$ cat src/hdl/cmpg_pkg.sv
// constants for the complementary waveform generator
package cmpg_pkg;
  localparam int unsigned SYS_HZ = 200_000_000;
  localparam int unsigned OSC_HZ = 8_000_000;
  localparam logic [4:0] OSC_LAST = 5'(SYS_HZ / OSC_HZ - 1);
  localparam logic [4:0] INS_LAST = 5'h03;
  localparam logic [4:0] SYS_LAST = 5'h00;
  localparam int CNT_W = 4;
  localparam int SEL_W = 3;
  localparam int N_SRC = 8;
  localparam int ADDR_W = 8;
  localparam logic [1:0] CS_OSC = 2'h0;
  localparam logic [1:0] CS_INS = 2'h1;
  localparam logic [7:0] REG_CTL0 = 8'h00;
  localparam logic [7:0] REG_CTL1 = 8'h04;
  localparam logic [7:0] REG_DBAND = 8'h08;
  localparam logic [7:0] REG_BLANK = 8'h0C;
  localparam logic [7:0] REG_PHASE = 8'h10;
  localparam logic [7:0] REG_ASD = 8'h14;
  localparam logic [7:0] REG_STAT = 8'h18;
  localparam logic [7:0] MSK_CTL0 = 8'h7F;
  localparam logic [7:0] MSK_NIB = 8'h0F;
  localparam logic [7:0] MSK_ASD = 8'h7F;
  localparam logic [7:0] REG_RST = 8'h00;
  localparam int C0_EN = 0, C0_CS = 1, C0_POL0 = 3, C0_POL1 = 4;
  localparam int C0_OE0 = 5, C0_OE1 = 6;
  localparam int C1_RS = 0, C1_RSIM = 3, C1_FS = 4, C1_FSIM = 7;
  localparam int NIB_LO = 0, NIB_HI = 4;
  localparam int AS_EN = 0, AS_ARE = 1, AS_OV0 = 2, AS_OV1 = 3, AS_SRC = 4;
  localparam int ST_SD = 0, ST_ON = 1, ST_O0 = 2, ST_O1 = 3;
  localparam int ST_LR = 4, ST_LF = 5;
  localparam logic [1:0] RESP_OKAY = 2'h0;
  localparam logic [1:0] RESP_SLVERR = 2'h2;
  localparam int D_PH = 0, D_DBR = 1, D_DBF = 2, D_BLR = 3, D_BLF = 4;
  localparam int N_DLY = 5;
  localparam logic [CNT_W-1:0] CNT_ZERO = 4'h0;
  localparam logic [CNT_W-1:0] CNT_ONE = 4'h1;
endpackage

$ cat src/hdl/cmpg_evdet.sv
// event input synchroniser with pending edge capture
`timescale 1ns/100ps
`default_nettype none
module cmpg_evdet
  import cmpg_pkg::*;
(
  input wire logic clk, // system clock
  input wire logic rst_n, // async reset
  input wire logic src, // selected source
  input wire logic fall_det, // 1: detect high-to-low
  input wire logic tick, // generator clock tick
  output logic lvl, // synchronised level
  output logic pend // edge seen since last tick
);
  typedef struct packed {
    logic s1;
    logic s2;
    logic prev;
    logic pend;
  } cmpg_ev_t;
  cmpg_ev_t s, n;
  logic edge_seen;

  ////////////////////////////////////////////////////////////////////
  assign edge_seen = fall_det ? (s.prev & ~s.s2) : (~s.prev & s.s2);
  assign lvl = s.s2;
  assign pend = s.pend | edge_seen;

  always_comb begin
    n = s;
    n.s1 = src;
    n.s2 = s.s1;
    n.prev = s.s2;
    n.pend = (s.pend | edge_seen) & ~tick;
  end

  always_ff @(posedge clk or negedge rst_n) begin
    if (!rst_n) begin
      s <= '0;
    end else begin
      s <= n;
    end
  end
endmodule
`default_nettype wire

$ cat src/hdl/cmpg_delay.sv
// generator-clock counter for phase, dead band and blanking
`timescale 1ns/100ps
`default_nettype none
module cmpg_delay
  import cmpg_pkg::*;
(
  input wire logic clk, // system clock
  input wire logic rst_n, // async reset
  input wire logic tick, // generator clock tick
  input wire logic start, // begin counting
  input wire logic clr, // abandon count
  input wire logic [cmpg_pkg::CNT_W-1:0] lim, // count, nonzero
  output logic busy, // counting
  output logic done // last tick of count
);
  typedef struct packed {
    logic busy;
    logic [CNT_W-1:0] cnt;
    logic [CNT_W-1:0] last;
  } cmpg_dly_t;
  cmpg_dly_t s, n;

  ////////////////////////////////////////////////////////////////////
  assign busy = s.busy;
  assign done = s.busy & tick & (s.cnt == s.last);

  always_comb begin
    n = s;
    if (clr) begin
      n.busy = 1'b0;
    end else if (start) begin
      n.busy = 1'b1;
      n.cnt = CNT_ZERO;
      n.last = lim - CNT_ONE;
    end else if (s.busy && tick) begin
      if (s.cnt == s.last) begin
        n.busy = 1'b0;
      end else begin
        n.cnt = s.cnt + CNT_ONE;
      end
    end
  end

  always_ff @(posedge clk or negedge rst_n) begin
    if (!rst_n) begin
      s <= '0;
    end else begin
      s <= n;
    end
  end
endmodule
`default_nettype wire

$ cat src/hdl/cmpg_top.sv
// complementary waveform generator with AXI4-Lite registers
//
// Local design decisions: the placing of the registers and register access over AXI4-Lite.
`timescale 1ns/100ps
`default_nettype none
module cmpg_top
  import cmpg_pkg::*;
(
  input wire logic clk, // system clock
  input wire logic rst_n, // async reset
  input wire logic [cmpg_pkg::ADDR_W-1:0] s_axi_awaddr, // write address
  input wire logic s_axi_awvalid, // write address valid
  output logic s_axi_awready, // write address ready
  input wire logic [31:0] s_axi_wdata, // write data
  input wire logic [3:0] s_axi_wstrb, // byte strobes
  input wire logic s_axi_wvalid, // write data valid
  output logic s_axi_wready, // write data ready
  output logic [1:0] s_axi_bresp, // write response
  output logic s_axi_bvalid, // write response valid
  input wire logic s_axi_bready, // write response ready
  input wire logic [cmpg_pkg::ADDR_W-1:0] s_axi_araddr, // read address
  input wire logic s_axi_arvalid, // read address valid
  output logic s_axi_arready, // read address ready
  output logic [31:0] s_axi_rdata, // read data
  output logic [1:0] s_axi_rresp, // read response
  output logic s_axi_rvalid, // read data valid
  input wire logic s_axi_rready, // read data ready
  input wire logic [cmpg_pkg::N_SRC-1:0] ev_src, // event and fault sources
  input wire logic limit_timer, // limit timer output
  output logic drive_out_primary, // primary pin level
  output logic drive_out_primary_oe_n, // primary pin enable, low drives
  output logic drive_out_complement, // complement pin level
  output logic drive_out_complement_oe_n // complement enable, low drives
);
  typedef struct packed {
    logic awrdy;
    logic wrdy;
    logic [ADDR_W-1:0] waddr;
    logic [7:0] wdata;
    logic wstrb0;
    logic bvalid;
    logic [1:0] bresp;
    logic arrdy;
    logic rvalid;
    logic [1:0] rresp;
    logic [31:0] rdata;
    logic [7:0] ctl0;
    logic [7:0] ctl1;
    logic [7:0] dband;
    logic [7:0] blank;
    logic [7:0] phase;
    logic [7:0] asd;
    logic [4:0] div;
    logic tick;
    logic f1;
    logic f2;
    logic sd;
    logic on;
    logic o0;
    logic o1;
    logic p0;
    logic p1;
    logic oe0_n;
    logic oe1_n;
  } cmpg_top_t;
  cmpg_top_t s, n;

  logic [N_SRC-1:0] src_vec;
  logic ena, pol0, pol1, ovr0, ovr1, rmode, fmode;
  logic [1:0] cs;
  logic [CNT_W-1:0] ph_n, dbr_n, dbf_n, blr_n, blf_n;
  logic lvl_r, pend_r, lvl_f, pend_f;
  logic rise_hit, fall_hit, rise_go, wr_do, sw_clr;
  logic [N_DLY-1:0] d_start, d_clr, d_busy, d_done;
  logic [CNT_W-1:0] d_lim [N_DLY];

  ////////////////////////////////////////////////////////////////////
  // field views of the control registers
  assign ena = s.ctl0[C0_EN];
  assign cs = s.ctl0[C0_CS +: 2];
  assign pol0 = s.ctl0[C0_POL0];
  assign pol1 = s.ctl0[C0_POL1];
  assign ovr0 = s.asd[AS_OV0];
  assign ovr1 = s.asd[AS_OV1];
  assign rmode = s.ctl1[C1_RSIM];
  assign fmode = s.ctl1[C1_FSIM];
  assign ph_n = s.phase[NIB_LO +: CNT_W];
  assign dbr_n = s.dband[NIB_LO +: CNT_W];
  assign dbf_n = s.dband[NIB_HI +: CNT_W];
  assign blr_n = s.blank[NIB_LO +: CNT_W];
  assign blf_n = s.blank[NIB_HI +: CNT_W];
  assign src_vec = {ev_src[N_SRC-1] | limit_timer, ev_src[N_SRC-2:0]};

  ////////////////////////////////////////////////////////////////////
  // event inputs
  cmpg_evdet u_rise (
    .clk(clk),
    .rst_n(rst_n),
    .src(src_vec[s.ctl1[C1_RS +: SEL_W]]),
    .fall_det(1'b0),
    .tick(s.tick),
    .lvl(lvl_r),
    .pend(pend_r)
  );

  cmpg_evdet u_fall (
    .clk(clk),
    .rst_n(rst_n),
    .src(src_vec[s.ctl1[C1_FS +: SEL_W]]),
    .fall_det(1'b1),
    .tick(s.tick),
    .lvl(lvl_f),
    .pend(pend_f)
  );

  ////////////////////////////////////////////////////////////////////
  // phase, dead band and blanking counters
  assign d_lim[D_PH] = ph_n;
  assign d_lim[D_DBR] = dbr_n;
  assign d_lim[D_DBF] = dbf_n;
  assign d_lim[D_BLR] = blr_n;
  assign d_lim[D_BLF] = blf_n;

  for (genvar i = 0; i < N_DLY; i++) begin : g_dly
    cmpg_delay u_dly (
      .clk(clk),
      .rst_n(rst_n),
      .tick(s.tick),
      .start(d_start[i]),
      .clr(d_clr[i]),
      .lim(d_lim[i]),
      .busy(d_busy[i]),
      .done(d_done[i])
    );
  end

  ////////////////////////////////////////////////////////////////////
  // event decisions, taken on generator clock ticks
  assign rise_hit = s.tick & ena & ~s.sd & ~d_busy[D_BLF] & ~d_busy[D_PH]
    & (rmode ? (lvl_r & ~s.on) : pend_r);
  assign fall_hit = s.tick & ena & ~s.sd & ~d_busy[D_BLR]
    & (fmode ? (~lvl_f & s.on) : pend_f);
  assign rise_go = ena & ~s.sd & ~fall_hit
    & ((rise_hit & (ph_n == CNT_ZERO)) | d_done[D_PH]);
  assign wr_do = ~s.awrdy & ~s.wrdy & ~s.bvalid;
  assign sw_clr = wr_do & (s.waddr == REG_STAT) & s.wstrb0 & s.wdata[ST_SD];

  always_comb begin
    n = s;
    d_start = '0;
    d_clr = '0;
    // generator clock tick
    if (s.div >= (cs == CS_OSC ? OSC_LAST : cs == CS_INS ? INS_LAST : SYS_LAST)) begin
      n.tick = 1'b1;
      n.div = 5'h00;
    end else begin
      n.tick = 1'b0;
      n.div = s.div + 5'h01;
    end
    // waveform core
    if (!ena) begin
      n.on = 1'b0;
      n.o0 = 1'b0;
      n.o1 = 1'b1;
      d_clr = '1;
    end else if (s.sd) begin
      n.on = 1'b0;
      n.o0 = 1'b0;
      n.o1 = 1'b0;
      d_clr = '1;
    end else if (fall_hit) begin
      n.on = 1'b0;
      n.o0 = 1'b0;
      d_clr[D_PH] = 1'b1;
      d_clr[D_DBR] = 1'b1; // overlap: primary suppressed
      d_start[D_BLF] = (blf_n != CNT_ZERO);
      if (dbf_n == CNT_ZERO) begin
        n.o1 = 1'b1;
      end else begin
        d_start[D_DBF] = 1'b1;
      end
    end else begin
      if (rise_hit) begin
        n.on = 1'b1;
        d_start[D_PH] = (ph_n != CNT_ZERO);
      end
      if (d_done[D_DBR]) begin
        n.o0 = 1'b1;
      end
      if (d_done[D_DBF]) begin
        n.o1 = 1'b1;
      end
      if (rise_go) begin
        n.o1 = 1'b0;
        d_clr[D_DBF] = 1'b1; // overlap: complement suppressed
        d_start[D_BLR] = (blr_n != CNT_ZERO);
        if (dbr_n == CNT_ZERO) begin
          n.o0 = 1'b1;
        end else begin
          d_start[D_DBR] = 1'b1;
        end
      end
    end
    // fault shutdown, set wins over release
    n.f1 = src_vec[s.asd[AS_SRC +: SEL_W]];
    n.f2 = s.f1; // second stage reads only the first
    if (s.asd[AS_EN] && s.f2) begin
      n.sd = 1'b1;
    end else if (s.sd && ((s.asd[AS_ARE] && !s.f2) || sw_clr || !s.asd[AS_EN])) begin
      n.sd = 1'b0;
      n.o1 = 1'b1;
    end
    // pins
    if (!ena || s.sd) begin
      n.p0 = ovr0;
      n.p1 = ovr1;
    end else begin
      n.p0 = s.o0 ^ pol0;
      n.p1 = s.o1 ^ pol1;
    end
    n.oe0_n = ~s.ctl0[C0_OE0];
    n.oe1_n = ~s.ctl0[C0_OE1];
    // bus write channel
    if (s.awrdy && s_axi_awvalid) begin
      n.awrdy = 1'b0;
      n.waddr = s_axi_awaddr;
    end
    if (s.wrdy && s_axi_wvalid) begin
      n.wrdy = 1'b0;
      n.wdata = s_axi_wdata[7:0];
      n.wstrb0 = s_axi_wstrb[0];
    end
    if (wr_do) begin
      n.bvalid = 1'b1;
      n.bresp = RESP_OKAY;
      case (s.waddr)
        REG_CTL0: if (s.wstrb0) n.ctl0 = s.wdata & MSK_CTL0;
        REG_CTL1: if (s.wstrb0) n.ctl1 = s.wdata;
        REG_DBAND: if (s.wstrb0) n.dband = s.wdata;
        REG_BLANK: if (s.wstrb0) n.blank = s.wdata;
        REG_PHASE: if (s.wstrb0) n.phase = s.wdata & MSK_NIB;
        REG_ASD: if (s.wstrb0) n.asd = s.wdata & MSK_ASD;
        REG_STAT: n.bresp = RESP_OKAY;
        default: n.bresp = RESP_SLVERR;
      endcase
    end
    if (s.bvalid && s_axi_bready) begin
      n.bvalid = 1'b0;
      n.awrdy = 1'b1;
      n.wrdy = 1'b1;
    end
    // bus read channel
    if (s.arrdy && s_axi_arvalid) begin
      n.arrdy = 1'b0;
      n.rvalid = 1'b1;
      n.rresp = RESP_OKAY;
      case (s_axi_araddr)
        REG_CTL0: n.rdata = 32'(s.ctl0);
        REG_CTL1: n.rdata = 32'(s.ctl1);
        REG_DBAND: n.rdata = 32'(s.dband);
        REG_BLANK: n.rdata = 32'(s.blank);
        REG_PHASE: n.rdata = 32'(s.phase);
        REG_ASD: n.rdata = 32'(s.asd);
        REG_STAT: n.rdata = 32'({lvl_f, lvl_r, s.o1, s.o0, s.on, s.sd});
        default: begin
          n.rdata = 32'h0000_0000;
          n.rresp = RESP_SLVERR;
        end
      endcase
    end
    if (s.rvalid && s_axi_rready) begin
      n.rvalid = 1'b0;
      n.arrdy = 1'b1;
    end
  end

  always_ff @(posedge clk or negedge rst_n) begin
    if (!rst_n) begin
      s <= '0;
      s.awrdy <= 1'b1;
      s.wrdy <= 1'b1;
      s.arrdy <= 1'b1;
      s.oe0_n <= 1'b1;
      s.oe1_n <= 1'b1;
    end else begin
      s <= n;
    end
  end

  ////////////////////////////////////////////////////////////////////
  // outputs
  assign s_axi_awready = s.awrdy;
  assign s_axi_wready = s.wrdy;
  assign s_axi_bresp = s.bresp;
  assign s_axi_bvalid = s.bvalid;
  assign s_axi_arready = s.arrdy;
  assign s_axi_rdata = s.rdata;
  assign s_axi_rresp = s.rresp;
  assign s_axi_rvalid = s.rvalid;
  assign drive_out_primary = s.p0;
  assign drive_out_primary_oe_n = s.oe0_n;
  assign drive_out_complement = s.p1;
  assign drive_out_complement_oe_n = s.oe1_n;
endmodule
`default_nettype wire

$ cat config.mk
export PLATFORM = sky130hd
export DESIGN_NAME = cmpg_top
export DESIGN_NICKNAME = d
export VERILOG_FILES = /design/src/hdl/cmpg_pkg.sv /design/src/hdl/cmpg_evdet.sv /design/src/hdl/cmpg_delay.sv /design/src/hdl/cmpg_top.sv
export SDC_FILE = /design/constraint.sdc
export NUM_CORES = 1
export LEC_CHECK = 0
export BUFFER_PORTS_ARGS = -buffer_cell sky130_fd_sc_hd__buf_2
export CAP_MARGIN = 20
export CORE_MARGIN = 2
export CORE_UTILIZATION = 40
export CTS_CLUSTER_DIAMETER = 40
export DETAILED_ROUTE_END_ITERATION = 10
export PLACE_DENSITY = 0.65
export SYNTH_ARGS = -nofsm -noshare
export SYNTH_HDL_FRONTEND = slang
export SYNTH_SLANG_ARGS = --single-unit
$ cat constraint.sdc
create_clock -name clk -period 2.6 [get_ports clk]
set_clock_uncertainty 0.05 [all_clocks]
set_input_delay 0.39 -clock clk [delete_from_list [all_inputs] [get_ports clk]]
set_output_delay 0.39 -clock clk [all_outputs]
set_load 0.02 [all_outputs]
==> results_dict.tcl <==
set metrics [dict create \
    antenna_found_initial 0 \
    die_w_um 137 \
    place_congestion 0.865 \
    clock-sinks 143 \
    holdWs_ps 72.8 \
    yosysWarnings 0 \
    endpoint_kind "flip-flop" \
    wl_per_cell_um 16.1 \
    diodes 0 \
    hold_viol_final 0 \
    ys.flop_type "dfrtp_1" \
    cts_resized 0 \
    dr.pass1.iters 5 \
    nFillCells 1559 \
    cts.reportedPaths.clkPinSlew_ps 60 \
    leakage_nw 3.85 \
    r2r_cells 6 \
    maxCapViolations 0 \
    wirelength_um 15200 \
    portBuffers 59 \
    die_h_um 137 \
    multi_input_area_mm2 0.00315 \
    cts_tree "yes" \
    grt-ovfl-total 0 \
    wl_met3_um 762 \
    ant_nets 0 \
    final_cell_mix "dfrtp_1 (138), mux2_2 (66), buf_2 (58)" \
    critical_path_arrival_ps 2610 \
    critPathMaxFanout 8 \
    hold_class "primary input to flip-flop" \
    syn_to_final_growth_pct 15.2 \
    dr_wl_met2_um 7410 \
    fmax_mhz 425 \
    setup_viol 0 \
    post-route-util_pct 47.3 \
    critPathLaunchType "flip-flop" \
    power-per-cell-area_mw_per_mm2 808 \
    io_pins 113 \
    whs_endpoint "s_axi_awready" \
    yosysUniqueCellTypes 59 \
    grt.total_usage_pct 17.4 \
    dieArea_mm2 0.0188 \
    layout_worst_path_cycle_share_pct 90.5 \
    grt_pass1_vias 4916 \
    synth_area_mm2 0.00710 \
    drt_iter0_drc 310 \
    grt_max_degree 60 \
    critPathRequiredTime_ps 2860 \
    ir_worst_vdd_mv 0.571 \
    synth_top_cell_by_area "dfrtp_1" \
    vias_per_cell 5.20 \
    timing.final.crit_period_ps 2350 \
    timing.rr.end "fmode" \
    grt_pass1_wl_um 25200 \
    maxSlewViolCount 0 \
    status "finished, final reports clean" \
    worstHoldStart "s_axi_awvalid" \
    synth_seq_cells 143 \
    place_hpwl_um 11200 \
    slew_headroom_pct 55.5 \
    final_common_cell "dfrtp_1" \
    layout-drive-gt1-share_pct 27.7 \
    h-tree-depth 4 \
    vias 4909 \
    synthTopCellsByArea "dfrtp_1 (49%), mux2_2 (10%), buf_4 (3.8%)" \
    root_buffer "clkbuf_16" \
    cts_max_path_buffers 2 \
    worstReg2RegStart "s[112]" \
    initial_core_util_pct 41.0 \
    wirelength_met1_um 6710 \
    synth-edff-count 0 \
    min_path_cells 2 \
    crit_type "flip-flop to flip-flop" \
    reg2reg_slack_ps 250 \
    drc 0 \
    avgSynthCellArea_um2 11.2 \
    core_mm2 0.0173 \
    post-synth-top-area-fraction_pct 48.7 \
    cts_buffers 17 \
    fin_tns_setup_ps 0 \
    seq_area_mm2 0.00358 \
    tightest_slew_ps 662 \
    yosysSeqAreaShare_pct 50.5 \
    topRoutingLayerUsed "met4" \
    async_flop_share_pct 100 \
    rsz0062_at_grt "no" \
    synthCells 631 \
    num_rows 48 \
    clk_latency_ps 420 \
    fin_nets 790 \
]
metrics by stage:
step | total power [mW] | setup WS (ps) | cells | cell area [um^2]
after CTS | 6.64 | 236 | 944 | 8170
after detailed placement | 4.38 | 237 | 911 | 7610
after floorplan | 3.92 | 486 | 656 | 7190
after global placement | 4.30 | 282 | 911 | 7610
final | 6.61 | 247 | 944 | 8170
after global routing | 6.97 | 11.8 | 944 | 8170
Yosys cell counts, types with 3 or more instances:
master / n
dfrtp_1: 138
mux2_2: 66
nand2_1: 53
buf_4: 36
nor2_1: 34
inv_1: 33
o21ai_0: 32
xor2_1: 27
a21oi_1: 20
xnor2_1: 18
ha_1: 16
nand3_1: 16
mux2i_1: 11
nor3_1: 9
clkbuf_1: 7
nand4_1: 7
nor4_1: 7
a21o_1: 6
buf_2: 6
mux4_2: 6
a221oi_1: 5
dfstp_2: 5
nand2b_1: 5
nor3b_1: 5
a22o_1: 4
a22oi_1: 4
and3_1: 4
a211oi_1: 3
a32o_1: 3
o22ai_1: 3
or2_2: 3
or4_1: 3
state kept, by name, indices dropped and copies added, names as in the netlist, 2 cells and up:
register / flops
u_fall.s: 2
s: 41
d_lim: 12
g_dly.u_dly.s: 40
blf_n: 4
s_axi_rdata: 8
blr_n: 4
cs: 2
g_dly.u_dly.busy: 5
u_rise.s: 2
logic make-up after synthesis:
kind of cell    Yosys count  synth area share, %
compound gates          103                 9.95
xor+xnor                 45                 5.55
fa+ha+maj                16                 2.82
buf+inv                  83                 6.40
flops                   143                 50.5
mux                      83                 13.9
other cells               1               0.0528
simple gates            157                 10.8
cell type report:
class / count / area share, %
clock buffer: 19 / 5.30
timing repair buffer: 81 / 5.89
sequential: 143 / 43.9
tap: 225 / 3.44
multi-input combinational: 430 / 38.5
inverter: 33 / 1.52
clock inverter: 13 / 1.45
power by group:
| part | switching (mW) | internal, mW |
|---|---|---|
| clock network | 0.954 | 1.31 |
| logic | 0.654 | 0.617 |
| registers | 0.443 | 2.63 |
| total | 2.05 | 4.55 |
what timing repair did:
action	4_1_cts	5_1_grt
hold buffers	1	0
setup endpoints to repair	0	0
buffers inserted	0	0
hold endpoints to repair	56	0
critical path, cell delays in order, from the launching register on:
cell	delay, ps
dfrtp_1	370
or4_1	510
nor2_1	220
nand3_1	120
nor2_1	210
nand3b_1	370
mux2_2	400
worst max-delay path by stage:
stage                              from                   to  slack [ps]  cells after the start
detailed placement               s[112]                fmode         240                      6
finish                           s[112]                fmode         250                      6
CTS                              s[112]                fmode         240                      6
floorplan                        s[112]                 ovr0         490                      5
global route        g_dly[0].u_dly.s[4]  g_dly[3].u_dly.s[3]          10                      6
global placement                 s[112]                s[50]         280                      6
layer usage:
layer | vias to the layer above | track usage (%)
li1 | 2323 | -
met1 | 2418 | 23.0
met2 | 150 | 28.2
met3 | 18 | 3.42
met4 | 0 | 6.93
met5 | - | 0
Power figures use the tool's default switching activity.
